File: src/pdc_defines.vh
// constants for the pll configuration and dynamic control block
`ifndef PDC_DEFINES_VH
`define PDC_DEFINES_VH
// register byte offsets
`define PDC_CTRL_OFS        8'h00
`define PDC_DIV_OFS         8'h04
`define PDC_ADJ_OFS         8'h08
`define PDC_STAT_OFS        8'h0C
// control register fields
`define PDC_CTRL_RST_BIT    0
`define PDC_CTRL_DLYM_BIT   1
`define PDC_CTRL_PDM_BIT    2
`define PDC_CTRL_FB_LSB     3
`define PDC_CTRL_FB_MSB     4
`define PDC_CTRL_BYPM_BIT   5
`define PDC_CTRL_BYPS_BIT   6
`define PDC_CTRL_BYPK_BIT   7
// divider register fields
`define PDC_DIV_REF_LSB     0
`define PDC_DIV_REF_MSB     6
`define PDC_DIV_FB_LSB      8
`define PDC_DIV_FB_MSB      14
`define PDC_DIV_MAIN_LSB    16
`define PDC_DIV_MAIN_MSB    23
`define PDC_DIV_SLOW_LSB    24
`define PDC_DIV_SLOW_MSB    31
// adjust register fields
`define PDC_ADJ_DLY_LSB     0
`define PDC_ADJ_DLY_MSB     4
`define PDC_ADJ_PH_LSB      8
`define PDC_ADJ_PH_MSB      11
`define PDC_ADJ_DU_LSB      12
`define PDC_ADJ_DU_MSB      15
// feedback source codes
`define PDC_FB_INTERNAL     2'h0
`define PDC_FB_TREE         2'h1
`define PDC_FB_USER         2'h2
// reset values
`define PDC_REF_DIV_RST     7'h01
`define PDC_FB_DIV_RST      7'h01
`define PDC_MAIN_DIV_RST    8'h08
`define PDC_SLOW_DIV_RST    8'h02
`define PDC_DUTY_RST        4'h8
// legal ranges
`define PDC_DIV_MAX_64      7'h40
`define PDC_DIV_MAX_128     8'h80
`define PDC_DIV_MIN_EVEN    8'h02
`define PDC_DUTY_MIN        4'h2
`define PDC_DUTY_MAX        4'hE
`define PDC_DLY_MIN         5'h18
`define PDC_DLY_MAX         5'h08
// timing
`define PDC_DELAY_STEP_PS   130
`define PDC_CLK_PERIOD_NS   50
`define PDC_LOCK_TIME_NS    100000
`endif

File: src/pdc_pll_ctrl.v
// pll configuration registers, dynamic delay/phase/duty decode, lock
`timescale 1ns/1ps
`include "pdc_defines.vh"
// Notes on behaviour
// - dynamic select high takes fine delay inputs only when the delay mode bit is set
// - zero forces none; lead/lag by code+1
// - static delay signed steps -8 to +8
// - static delay mode ignores dynamic delay inputs
// - phase/duty from codes when dynamic selected
// - phase equals code times 22.5 degrees
// - duty codes 2..14 only; others unsupported
// - lock only after lock time elapses
// - reference and feedback dividers 1..64, default 1
// - main divider from fixed list, default 8
// - slow divider even 2..128, default 2
// - bypass routes reference clock to output
// - feedback from tap, tree or user
// - static phase in 22.5 degree steps
// - static duty steps 2 to 14 only
// - fine delay only driven out on delay_steps_out; no clock output is delayed
// - active high pll reset clears counters
module pdc_pll_ctrl #(
    parameter LOCK_TIME_NS = `PDC_LOCK_TIME_NS,
    parameter LOCK_CYCLES  = (LOCK_TIME_NS + `PDC_CLK_PERIOD_NS - 1) /
                             `PDC_CLK_PERIOD_NS
) (
    input  wire        pclk,
    input  wire        presetn,
    input  wire        psel,
    input  wire        penable,
    input  wire        pwrite,
    input  wire [7:0]  paddr,
    input  wire [31:0] pwdata,
    output reg  [31:0] prdata,
    output reg         pready,
    output reg         pslverr,
    input  wire        delay_source_sel,
    input  wire        delay_zero,
    input  wire        delay_lead_sel,
    input  wire [2:0]  delay_step_code,
    input  wire        phase_duty_source_sel,
    input  wire [3:0]  phase_code,
    input  wire [3:0]  duty_code,
    input  wire        ref_clock_in,
    input  wire        fb_clock_in,
    output reg         main_clock_out,
    output reg         shifted_clock_out,
    output reg         slow_clock_out,
    output reg         fb_clock_sel,
    output reg         lock,
    output reg  [4:0]  delay_steps_out,
    output reg  [3:0]  phase_out,
    output reg  [3:0]  duty_out
);
    // configuration registers
    reg        pll_reset_reg;
    reg        delay_mode_attr_reg;
    reg        phase_duty_mode_attr_reg;
    reg [1:0]  feedback_source_sel_reg;
    reg [2:0]  bypass_reg;
    reg [6:0]  ref_divider_reg;
    reg [6:0]  fb_divider_reg;
    reg [7:0]  main_out_divider_reg;
    reg [7:0]  slow_out_divider_reg;
    reg [4:0]  static_delay_steps_reg;
    reg [3:0]  static_phase_attr_reg;
    reg [3:0]  static_duty_reg;
    reg        duty_bad_reg;
    reg [31:0] lock_cnt_reg;
    reg [3:0]  slot_reg;
    reg        ref_q_reg;

    // apb decode: access phase waits one cycle, then pready
    wire acc    = psel & penable & ~pready;
    wire commit = psel & penable & pready;
    wire wr     = commit & pwrite & ~pslverr;
    wire mapped = (paddr == `PDC_CTRL_OFS) | (paddr == `PDC_DIV_OFS) |
                  (paddr == `PDC_ADJ_OFS) | (paddr == `PDC_STAT_OFS);

    // field legality checks
    wire [6:0] w_ref  = pwdata[`PDC_DIV_REF_MSB:`PDC_DIV_REF_LSB];
    wire [6:0] w_fb   = pwdata[`PDC_DIV_FB_MSB:`PDC_DIV_FB_LSB];
    wire [7:0] w_main = pwdata[`PDC_DIV_MAIN_MSB:`PDC_DIV_MAIN_LSB];
    wire [7:0] w_slow = pwdata[`PDC_DIV_SLOW_MSB:`PDC_DIV_SLOW_LSB];
    wire [4:0] w_dly  = pwdata[`PDC_ADJ_DLY_MSB:`PDC_ADJ_DLY_LSB];
    wire [3:0] w_ph   = pwdata[`PDC_ADJ_PH_MSB:`PDC_ADJ_PH_LSB];
    wire [3:0] w_du   = pwdata[`PDC_ADJ_DU_MSB:`PDC_ADJ_DU_LSB];
    wire ref_ok  = (w_ref != 7'h00) & (w_ref <= `PDC_DIV_MAX_64);
    wire fb_ok   = (w_fb != 7'h00) & (w_fb <= `PDC_DIV_MAX_64);
    wire main_ok = (w_main == 8'h02) | (w_main == 8'h04) |
                   (w_main == 8'h08) | (w_main == 8'h10) |
                   ((w_main[3:0] == 4'h0) & (w_main >= 8'h20) &
                    (w_main <= `PDC_DIV_MAX_128));
    wire slow_ok = ~w_slow[0] & (w_slow >= `PDC_DIV_MIN_EVEN) &
                   (w_slow <= `PDC_DIV_MAX_128);
    wire dly_ok  = ($signed(w_dly) >= $signed(`PDC_DLY_MIN)) &
                   ($signed(w_dly) <= $signed(`PDC_DLY_MAX));
    wire du_ok   = (w_du >= `PDC_DUTY_MIN) &
                   (w_du <= `PDC_DUTY_MAX);

    // effective source selection
    wire dly_dyn = delay_mode_attr_reg & delay_source_sel;
    wire pd_dyn  = phase_duty_mode_attr_reg & phase_duty_source_sel;
    wire [4:0] step_mag = {2'b00, delay_step_code} + 5'h01;
    wire [4:0] dyn_dly  = delay_zero ? 5'h00 :
                          (delay_lead_sel ? (~step_mag + 5'h01) :
                           step_mag);
    wire [4:0] delay_next = dly_dyn ? dyn_dly :
                            static_delay_steps_reg;
    wire       dyn_du_ok  = (duty_code >= `PDC_DUTY_MIN) &
                            (duty_code <= `PDC_DUTY_MAX);
    wire [3:0] phase_next = pd_dyn ? phase_code :
                            static_phase_attr_reg;
    wire [3:0] duty_next  = pd_dyn ? (dyn_du_ok ? duty_code : duty_out) :
                            static_duty_reg;

    // divider levels, pll reset hold and phase slot offset
    wire main_lvl;
    wire main_tick;
    wire slow_lvl;
    wire hold = pll_reset_reg;
    wire [3:0] slot_ofs = slot_reg - phase_out;

    // apb register writes and read data
    always @(posedge pclk or negedge presetn) begin
        if (!presetn) begin
            pready                   <= 1'b0;
            pslverr                  <= 1'b0;
            prdata                   <= 32'h00000000;
            pll_reset_reg            <= 1'b0;
            delay_mode_attr_reg      <= 1'b0;
            phase_duty_mode_attr_reg <= 1'b0;
            feedback_source_sel_reg  <= `PDC_FB_TREE;
            bypass_reg               <= 3'h0;
            ref_divider_reg          <= `PDC_REF_DIV_RST;
            fb_divider_reg           <= `PDC_FB_DIV_RST;
            main_out_divider_reg     <= `PDC_MAIN_DIV_RST;
            slow_out_divider_reg     <= `PDC_SLOW_DIV_RST;
            static_delay_steps_reg   <= 5'h00;
            static_phase_attr_reg    <= 4'h0;
            static_duty_reg          <= `PDC_DUTY_RST;
        end else begin
            pready  <= acc;
            pslverr <= acc & ~mapped;
            if (acc) begin
                prdata <= 32'h00000000;
                case (paddr)
                `PDC_CTRL_OFS: prdata <= {24'h000000, bypass_reg,
                                   feedback_source_sel_reg,
                                   phase_duty_mode_attr_reg,
                                   delay_mode_attr_reg, pll_reset_reg};
                `PDC_DIV_OFS:  prdata <= {slow_out_divider_reg,
                                   main_out_divider_reg, 1'b0,
                                   fb_divider_reg, 1'b0, ref_divider_reg};
                `PDC_ADJ_OFS:  prdata <= {16'h0000, static_duty_reg,
                                   static_phase_attr_reg, 3'h0,
                                   static_delay_steps_reg};
                `PDC_STAT_OFS: prdata <= {8'h00, duty_out, phase_out,
                                   3'h0, delay_steps_out, 4'h0,
                                   duty_bad_reg, pd_dyn, dly_dyn, lock};
                default:       prdata <= 32'h00000000;
                endcase
            end
            if (wr && paddr == `PDC_CTRL_OFS) begin
                pll_reset_reg            <= pwdata[`PDC_CTRL_RST_BIT];
                delay_mode_attr_reg      <= pwdata[`PDC_CTRL_DLYM_BIT];
                phase_duty_mode_attr_reg <= pwdata[`PDC_CTRL_PDM_BIT];
                if (pwdata[`PDC_CTRL_FB_MSB:`PDC_CTRL_FB_LSB] <= `PDC_FB_USER)
                    feedback_source_sel_reg <=
                        pwdata[`PDC_CTRL_FB_MSB:`PDC_CTRL_FB_LSB];
                bypass_reg <= pwdata[`PDC_CTRL_BYPK_BIT:`PDC_CTRL_BYPM_BIT];
            end
            // illegal field values are dropped, the old value stays
            if (wr && paddr == `PDC_DIV_OFS) begin
                if (ref_ok)
                    ref_divider_reg <= w_ref;
                if (fb_ok)
                    fb_divider_reg <= w_fb;
                if (main_ok)
                    main_out_divider_reg <= w_main;
                if (slow_ok)
                    slow_out_divider_reg <= w_slow;
            end
            if (wr && paddr == `PDC_ADJ_OFS) begin
                if (dly_ok)
                    static_delay_steps_reg <= w_dly;
                static_phase_attr_reg <= w_ph;
                if (du_ok)
                    static_duty_reg <= w_du;
            end
        end
    end

    // decoded controls follow inputs every cycle
    always @(posedge pclk or negedge presetn) begin
        if (!presetn) begin
            delay_steps_out <= 5'h00;
            phase_out       <= 4'h0;
            duty_out        <= `PDC_DUTY_RST;
            duty_bad_reg    <= 1'b0;
        end else begin
            delay_steps_out <= delay_next;
            phase_out       <= phase_next;
            duty_out        <= duty_next;
            duty_bad_reg    <= pd_dyn & ~dyn_du_ok;
        end
    end

    // lock timer restarts on pll reset or a dynamic delay jump
    always @(posedge pclk or negedge presetn) begin
        if (!presetn) begin
            lock_cnt_reg <= 32'h00000000;
            lock         <= 1'b0;
        end else if (hold || (dly_dyn && delay_next != delay_steps_out)) begin
            lock_cnt_reg <= 32'h00000000;
            lock         <= 1'b0;
        end else if (lock_cnt_reg == LOCK_CYCLES - 1) begin
            lock <= 1'b1;
        end else begin
            lock_cnt_reg <= lock_cnt_reg + 32'h00000001;
        end
    end

    // main divider runs on pclk as the oscillator model
    pdc_div #(.W(8)) u_main_div (
        .clk   (pclk),
        .rst_n (presetn),
        .clr   (hold),
        .en    (1'b1),
        .div   (main_out_divider_reg),
        .level (main_lvl),
        .tick  (main_tick)
    );

    // slow divider counts main periods
    pdc_div #(.W(8)) u_slow_div (
        .clk   (pclk),
        .rst_n (presetn),
        .clr   (hold),
        .en    (main_tick),
        .div   (slow_out_divider_reg),
        .level (slow_lvl),
        .tick  ()
    );

    // output muxes: bypass, phase/duty shaping and feedback select
    always @(posedge pclk or negedge presetn) begin
        if (!presetn) begin
            ref_q_reg         <= 1'b0;
            slot_reg          <= 4'h0;
            main_clock_out    <= 1'b0;
            shifted_clock_out <= 1'b0;
            slow_clock_out    <= 1'b0;
            fb_clock_sel      <= 1'b0;
        end else begin
            ref_q_reg <= ref_clock_in;
            slot_reg  <= hold ? 4'h0 : slot_reg + 4'h1;
            main_clock_out    <= bypass_reg[0] ? ref_q_reg :
                                 main_lvl;
            shifted_clock_out <= bypass_reg[1] ? ref_q_reg :
                                 (slot_ofs < duty_out);
            slow_clock_out    <= bypass_reg[2] ? ref_q_reg :
                                 slow_lvl;
            case (feedback_source_sel_reg)
            `PDC_FB_INTERNAL: fb_clock_sel <= main_lvl;
            `PDC_FB_TREE:     fb_clock_sel <= main_clock_out;
            `PDC_FB_USER:     fb_clock_sel <= fb_clock_in;
            default:          fb_clock_sel <= main_clock_out;
            endcase
        end
    end
    // the delay value only leaves on delay_steps_out; no clock output path uses it
endmodule

File: src/pdc_div.v
// even clock divider producing a square level and a period tick
`timescale 1ns/1ps
`include "pdc_defines.vh"
module pdc_div #(
    parameter W = 8
) (
    input  wire         clk,
    input  wire         rst_n,
    input  wire         clr,
    input  wire         en,
    input  wire [W-1:0] div,
    output reg          level,
    output reg          tick
);
    reg [W-1:0] cnt_reg;
    wire [W-1:0] half = {1'b0, div[W-1:1]};

    // count enable pulses; toggle at half period, tick on wrap
    always @(posedge clk or negedge rst_n) begin
        if (!rst_n) begin
            cnt_reg <= {W{1'b0}};
            level   <= 1'b0;
            tick    <= 1'b0;
        end else if (clr) begin
            cnt_reg <= {W{1'b0}};
            level   <= 1'b0;
            tick    <= 1'b0;
        end else begin
            tick <= 1'b0;
            if (en) begin
                if (cnt_reg == div - {{(W-1){1'b0}}, 1'b1}) begin
                    cnt_reg <= {W{1'b0}};
                    level   <= 1'b0;
                    tick    <= 1'b1;
                end else begin
                    cnt_reg <= cnt_reg + {{(W-1){1'b0}}, 1'b1};
                    if (cnt_reg == half - {{(W-1){1'b0}}, 1'b1})
                        level <= 1'b1;
                end
            end
        end
    end
endmodule

File: config.mk
export PLATFORM = sky130hd
export DESIGN_NAME = pdc_pll_ctrl
export DESIGN_NICKNAME = d
export VERILOG_FILES = /design/src/pdc_pll_ctrl.v /design/src/pdc_div.v
export VERILOG_INCLUDE_DIRS = /design/src
export SDC_FILE = /design/constraint.sdc
export NUM_CORES = 1
export LEC_CHECK = 0
export ABC_AREA = 0
export BUFFER_PORTS_ARGS = -buffer_cell sky130_fd_sc_hd__buf_4
export CAP_MARGIN = 5
export CORE_MARGIN = 4
export CORE_UTILIZATION = 53
export DETAILED_ROUTE_END_ITERATION = 8
export GPL_TIMING_DRIVEN = 0
export PLACE_DENSITY_LB_ADDON = 0.15
export SLEW_MARGIN = 25
export SYNTH_ARGS = -nofsm -noshare
export SYNTH_HDL_FRONTEND = slang
export SYNTH_SLANG_ARGS = --single-unit
export TNS_END_PERCENT = 5
File: constraint.sdc
create_clock -name pclk -period 2.15 [get_ports pclk]
set_clock_uncertainty 0.15 [all_clocks]
set_input_delay 0.43 -clock pclk [delete_from_list [all_inputs] [get_ports pclk]]
set_output_delay 0.43 -clock pclk [all_outputs]
set_load 0.02 [all_outputs]
==> results.yml <==
floorplan:
  die_h_um: 134
  die_area_mm2: 0.0180
  pin_count: 114
  die_width_um: 134
  rows: 45
  coreArea_mm2: 0.0154
  initial_core_util: 0.548
synth:
  synth_edf_count: 0
  synthCells: 846
  synth_ff_type: "dfrtp_1"
  ys_seq_area_frac: 0.474
  ys_top_cells_by_area: "dfrtp_1 (45%), mux2_2 (5.5%), xnor2_1 (4.7%)"
  synth.top_cell.area_share: 0.453
  synth.distinct_cells: 66
  syn_area_mm2: 0.00846
  synth-async-reset-ratio: 1.00
  synth_nets: 924
  ys_ff_latch: 160
  syn_area_per_cell_um2: 10.0
  ys_warn_count: 0
  yosysTopAreaCell: "dfrtp_1"
grt:
  antenna_found_initial: 0
  grt_use_met1: 0.324
  busiest_layer: "met2"
  use_met3: 0.0608
  track_usage: 0.239
  grt_pass1_wl_um: 34300
  grt_start_max_net_pins: 85
  gr-usage-met2: 0.375
  grt_pass1_vias: 6691
  gr-total-overflow: 0
placed_design:
  portBuffers: 109
  gp_congestion: 0.857
  dp_hpwl_um: 14900
flow_run:
  cap_violations: 0
cells_and_area:
  utilization: 0.689
  nets: 1062
  seqCellArea_mm2: 0.00402
  area_growth_syn_to_layout_pct: 25.7
  multi_input_area_mm2: 0.00449
  fillers: 1225
  drive_gt1_frac: 0.282
clock_network:
  cts_tree: "built"
  cts_buffers: 17
  clkTransAtPathRegs_ns: 0.07
  clk_latency_ns: 0.43
  root_buffer: "clkbuf_16"
  htreeDepth: 4
  clockBufferDepth: 2
  cts.sinks: 160
timing:
  setup_viol: 32
  period_needed_ns: 2.31
  finalSetupTns_ns: -3.00
  fin_crit_sh: 1.08
  slew_headroom: 0.535
  fmax_mhz: 432
  hold_violations: 0
  rsz0062_at_grt: "true"
  fin_ws_ns: -0.163
  worst_hold_slack_ns: 0.0657
  maxSlewViolCount: 0
  worst_pin_slew_ns: 0.692
route:
  wl_per_cell_um: 17.7
  drtIter0Drc: 461
  wl_um: 21400
  drc_errors: 0
  drtAntennaViolNets: 0
  vias_per_cell: 5.71
  vias: 6906
  firstDrtPassIters: 5
setup_path:
  cp.arrival_ns: 2.48
  reg2reg_depth: 8
  worstPathRequired_ns: 2.31
  crit_start: "lock_cnt_reg[0]$_DFFE_PN0P_"
  r2r-end: "lock_cnt_reg[28]$_DFFE_PN0P_"
  ff2ff_setup_slack_ns: -0.16
  path_class: "register to register"
  worstSetupStartpointType: "register"
  worst-path-max-fanout: 5
  cp-end-kind: "register"
  worstReg2RegStart: "lock_cnt_reg[0]$_DFFE_PN0P_"
power:
  switchingPower_mw: 1.94
  pwr-share-seq: 0.449
  p_leak_nw: 4.95
  p_sw_frac: 0.264
  comb_power_share: 0.136
  p_total_mw: 7.35
  internal_power_mw: 5.41
  clkPwrFrac: 0.415
  vdd_drop_max_v: 0.000610
  power_density_mw_per_mm2: 692
worst_hold_path:
  hold_path_end: "bypass_reg[0]$_DFFE_PN0P_"
  holdCritStartpoint: "pwdata[5]"
  hold_depth: 3
  hold_path_class: "input port to register"
run_status:
  status: "finished with violations"
  violations: "negative setup slack"
-- cell families after synthesis --
logic type               share of synthesized area
AND/OR/NAND/NOR                              0.186
AO/OA/AOI/OAI                                0.107
XOR/XNOR                                    0.0890
multiplexers                                0.0877
buffers and inverters                       0.0321
flip-flops                                   0.474
adder cells (fa/ha/maj)                     0.0245
-- per-layer routing --
| layer | routed length (µm) | up-vias |
|---|---|---|
| met1 | 9430 | 3421 |
| met5 | 0 | - |
| li1 | - | 3266 |
| met2 | 10300 | 174 |
| met4 | 558 | 0 |
| met3 | 1100 | 45 |
-- timing repair --
| item | in CTS | in global routing |
|---|---|---|
| resized for setup | 38 | 44 |
| pin swaps | 10 | 21 |
| gates cloned | 0 | 2 |
| setup endpoints to repair | 96 | 107 |
| buffers inserted | 5 | 5 |
| endpoints found under the hold margin | 72 | 0 |
| hold buffers | 2 | 0 |
-- worst max path at each step --
| stage | to |
|---|---|
| floorplan | main_out_divider_reg[1]$_DFFE_PN0P_ |
| global placement | prdata[26]$_DFFE_PN0P_ |
| detailed placement | prdata[24]$_DFFE_PN0P_ |
| CTS | u_slow_div.cnt_reg[2]$_DFFE_PN0P_ |
| global route | lock_cnt_reg[28]$_DFFE_PN0P_ |
| finish | lock_cnt_reg[28]$_DFFE_PN0P_ |
-- cell usage after synthesis, types with 3 or more instances --
master      n
inv_1      28
nor2_1     88
nor2b_1    10
a21oi_1    26
nor4b_1     4
or3_1       5
xnor2_1    45
nand2_1    89
xor2_1     41
a211oi_1    7
nor4_2      3
nand3_1    32
o22ai_1     5
and3_1      5
a22o_1     13
o31a_1      4
nor4_1     14
nor3b_1     4
nand4_1    12
dfrtp_1   153
ha_1       15
nor3_1     14
a31oi_1     3
mux2i_1    19
o21ai_0    33
a21o_1      5
and2_1      7
or4_1       5
mux2_2     41
buf_2       9
or2_2       3
clkbuf_1   29
a22oi_1     8
mux4_2      4
and4_1      5
nand2b_1    3
o31ai_1     9
dfstp_2     7
-- critical path: stages (launching register included) --
cell	delay [ns]
dfrtp_1	0.41
ha_2	0.23
nand3_2	0.11
or4_4	0.53
buf_6	0.15
nor3_4	0.27
nand4_1	0.14
xor2_1	0.17
nor2_1	0.05
-- layout make-up --
cell class                 count  share of cell area
clock inverter                11              0.0119
clock buffer                  21              0.0443
sequential                   160               0.378
buffer                        36              0.0165
inverter                      28              0.0101
multi-input combinational    617               0.422
antenna                        1            0.000235
tap                          211              0.0248
timing repair buffer         124              0.0918
-- stage by stage --
step,area [µm²],setup WS [ns],instances
4_1_cts,10400,-0.214,1203
3_3_place_gp,9590,-0.659,1166
2_1_floorplan,8510,-0.124,846
3_5_place_dp,9630,-0.641,1167
6_report,10600,-0.163,1209
5_1_grt,10600,-0.261,1208
-- power by group through the flow --
stage | sequential, mW | clock (mW) | combinational, mW
2_1_floorplan | 3.32 | 0 | 0.559
3_3_place_gp | 3.34 | 0 | 0.883
3_5_place_dp | 3.34 | 0 | 0.918
4_1_cts | 3.29 | 3.10 | 0.993
5_1_grt | 3.32 | 3.26 | 1.12
6_report | 3.30 | 3.05 | 1.00
-- cells in the final DEF (no fill, tap or decap), types with 5 or more instances in the layout --
master     netlist  layout
buf_4            0     120
a21oi_1         26      24
o22ai_1          5       5
clkbuf_16        0      17
o21ai_0         33      29
nand3_1         32      29
nor4_1          14      11
nand4_1         12      12
and2_1           7       7
xor2_1          41      41
nor2b_1         10       9
ha_1            15       9
clkbuf_1        29      26
dfrtp_2          0       6
a21o_1           5       5
a211oi_1         7       6
mux2_4           0       6
xnor2_1         45      45
a22oi_1          8       8
and4_1           5       5
nor2_1          88      79
nand2_1         89      87
mux2i_1         19      19
dfrtp_1        153     147
nor2_2           2       8
and3_1           5       5
a22o_1          13      13
nor3_1          14      12
dfstp_2          7       7
inv_1           28      25
mux2_2          41      35
o31ai_1          9       9
No activity file was read; power rests on OpenSTA's default activity.
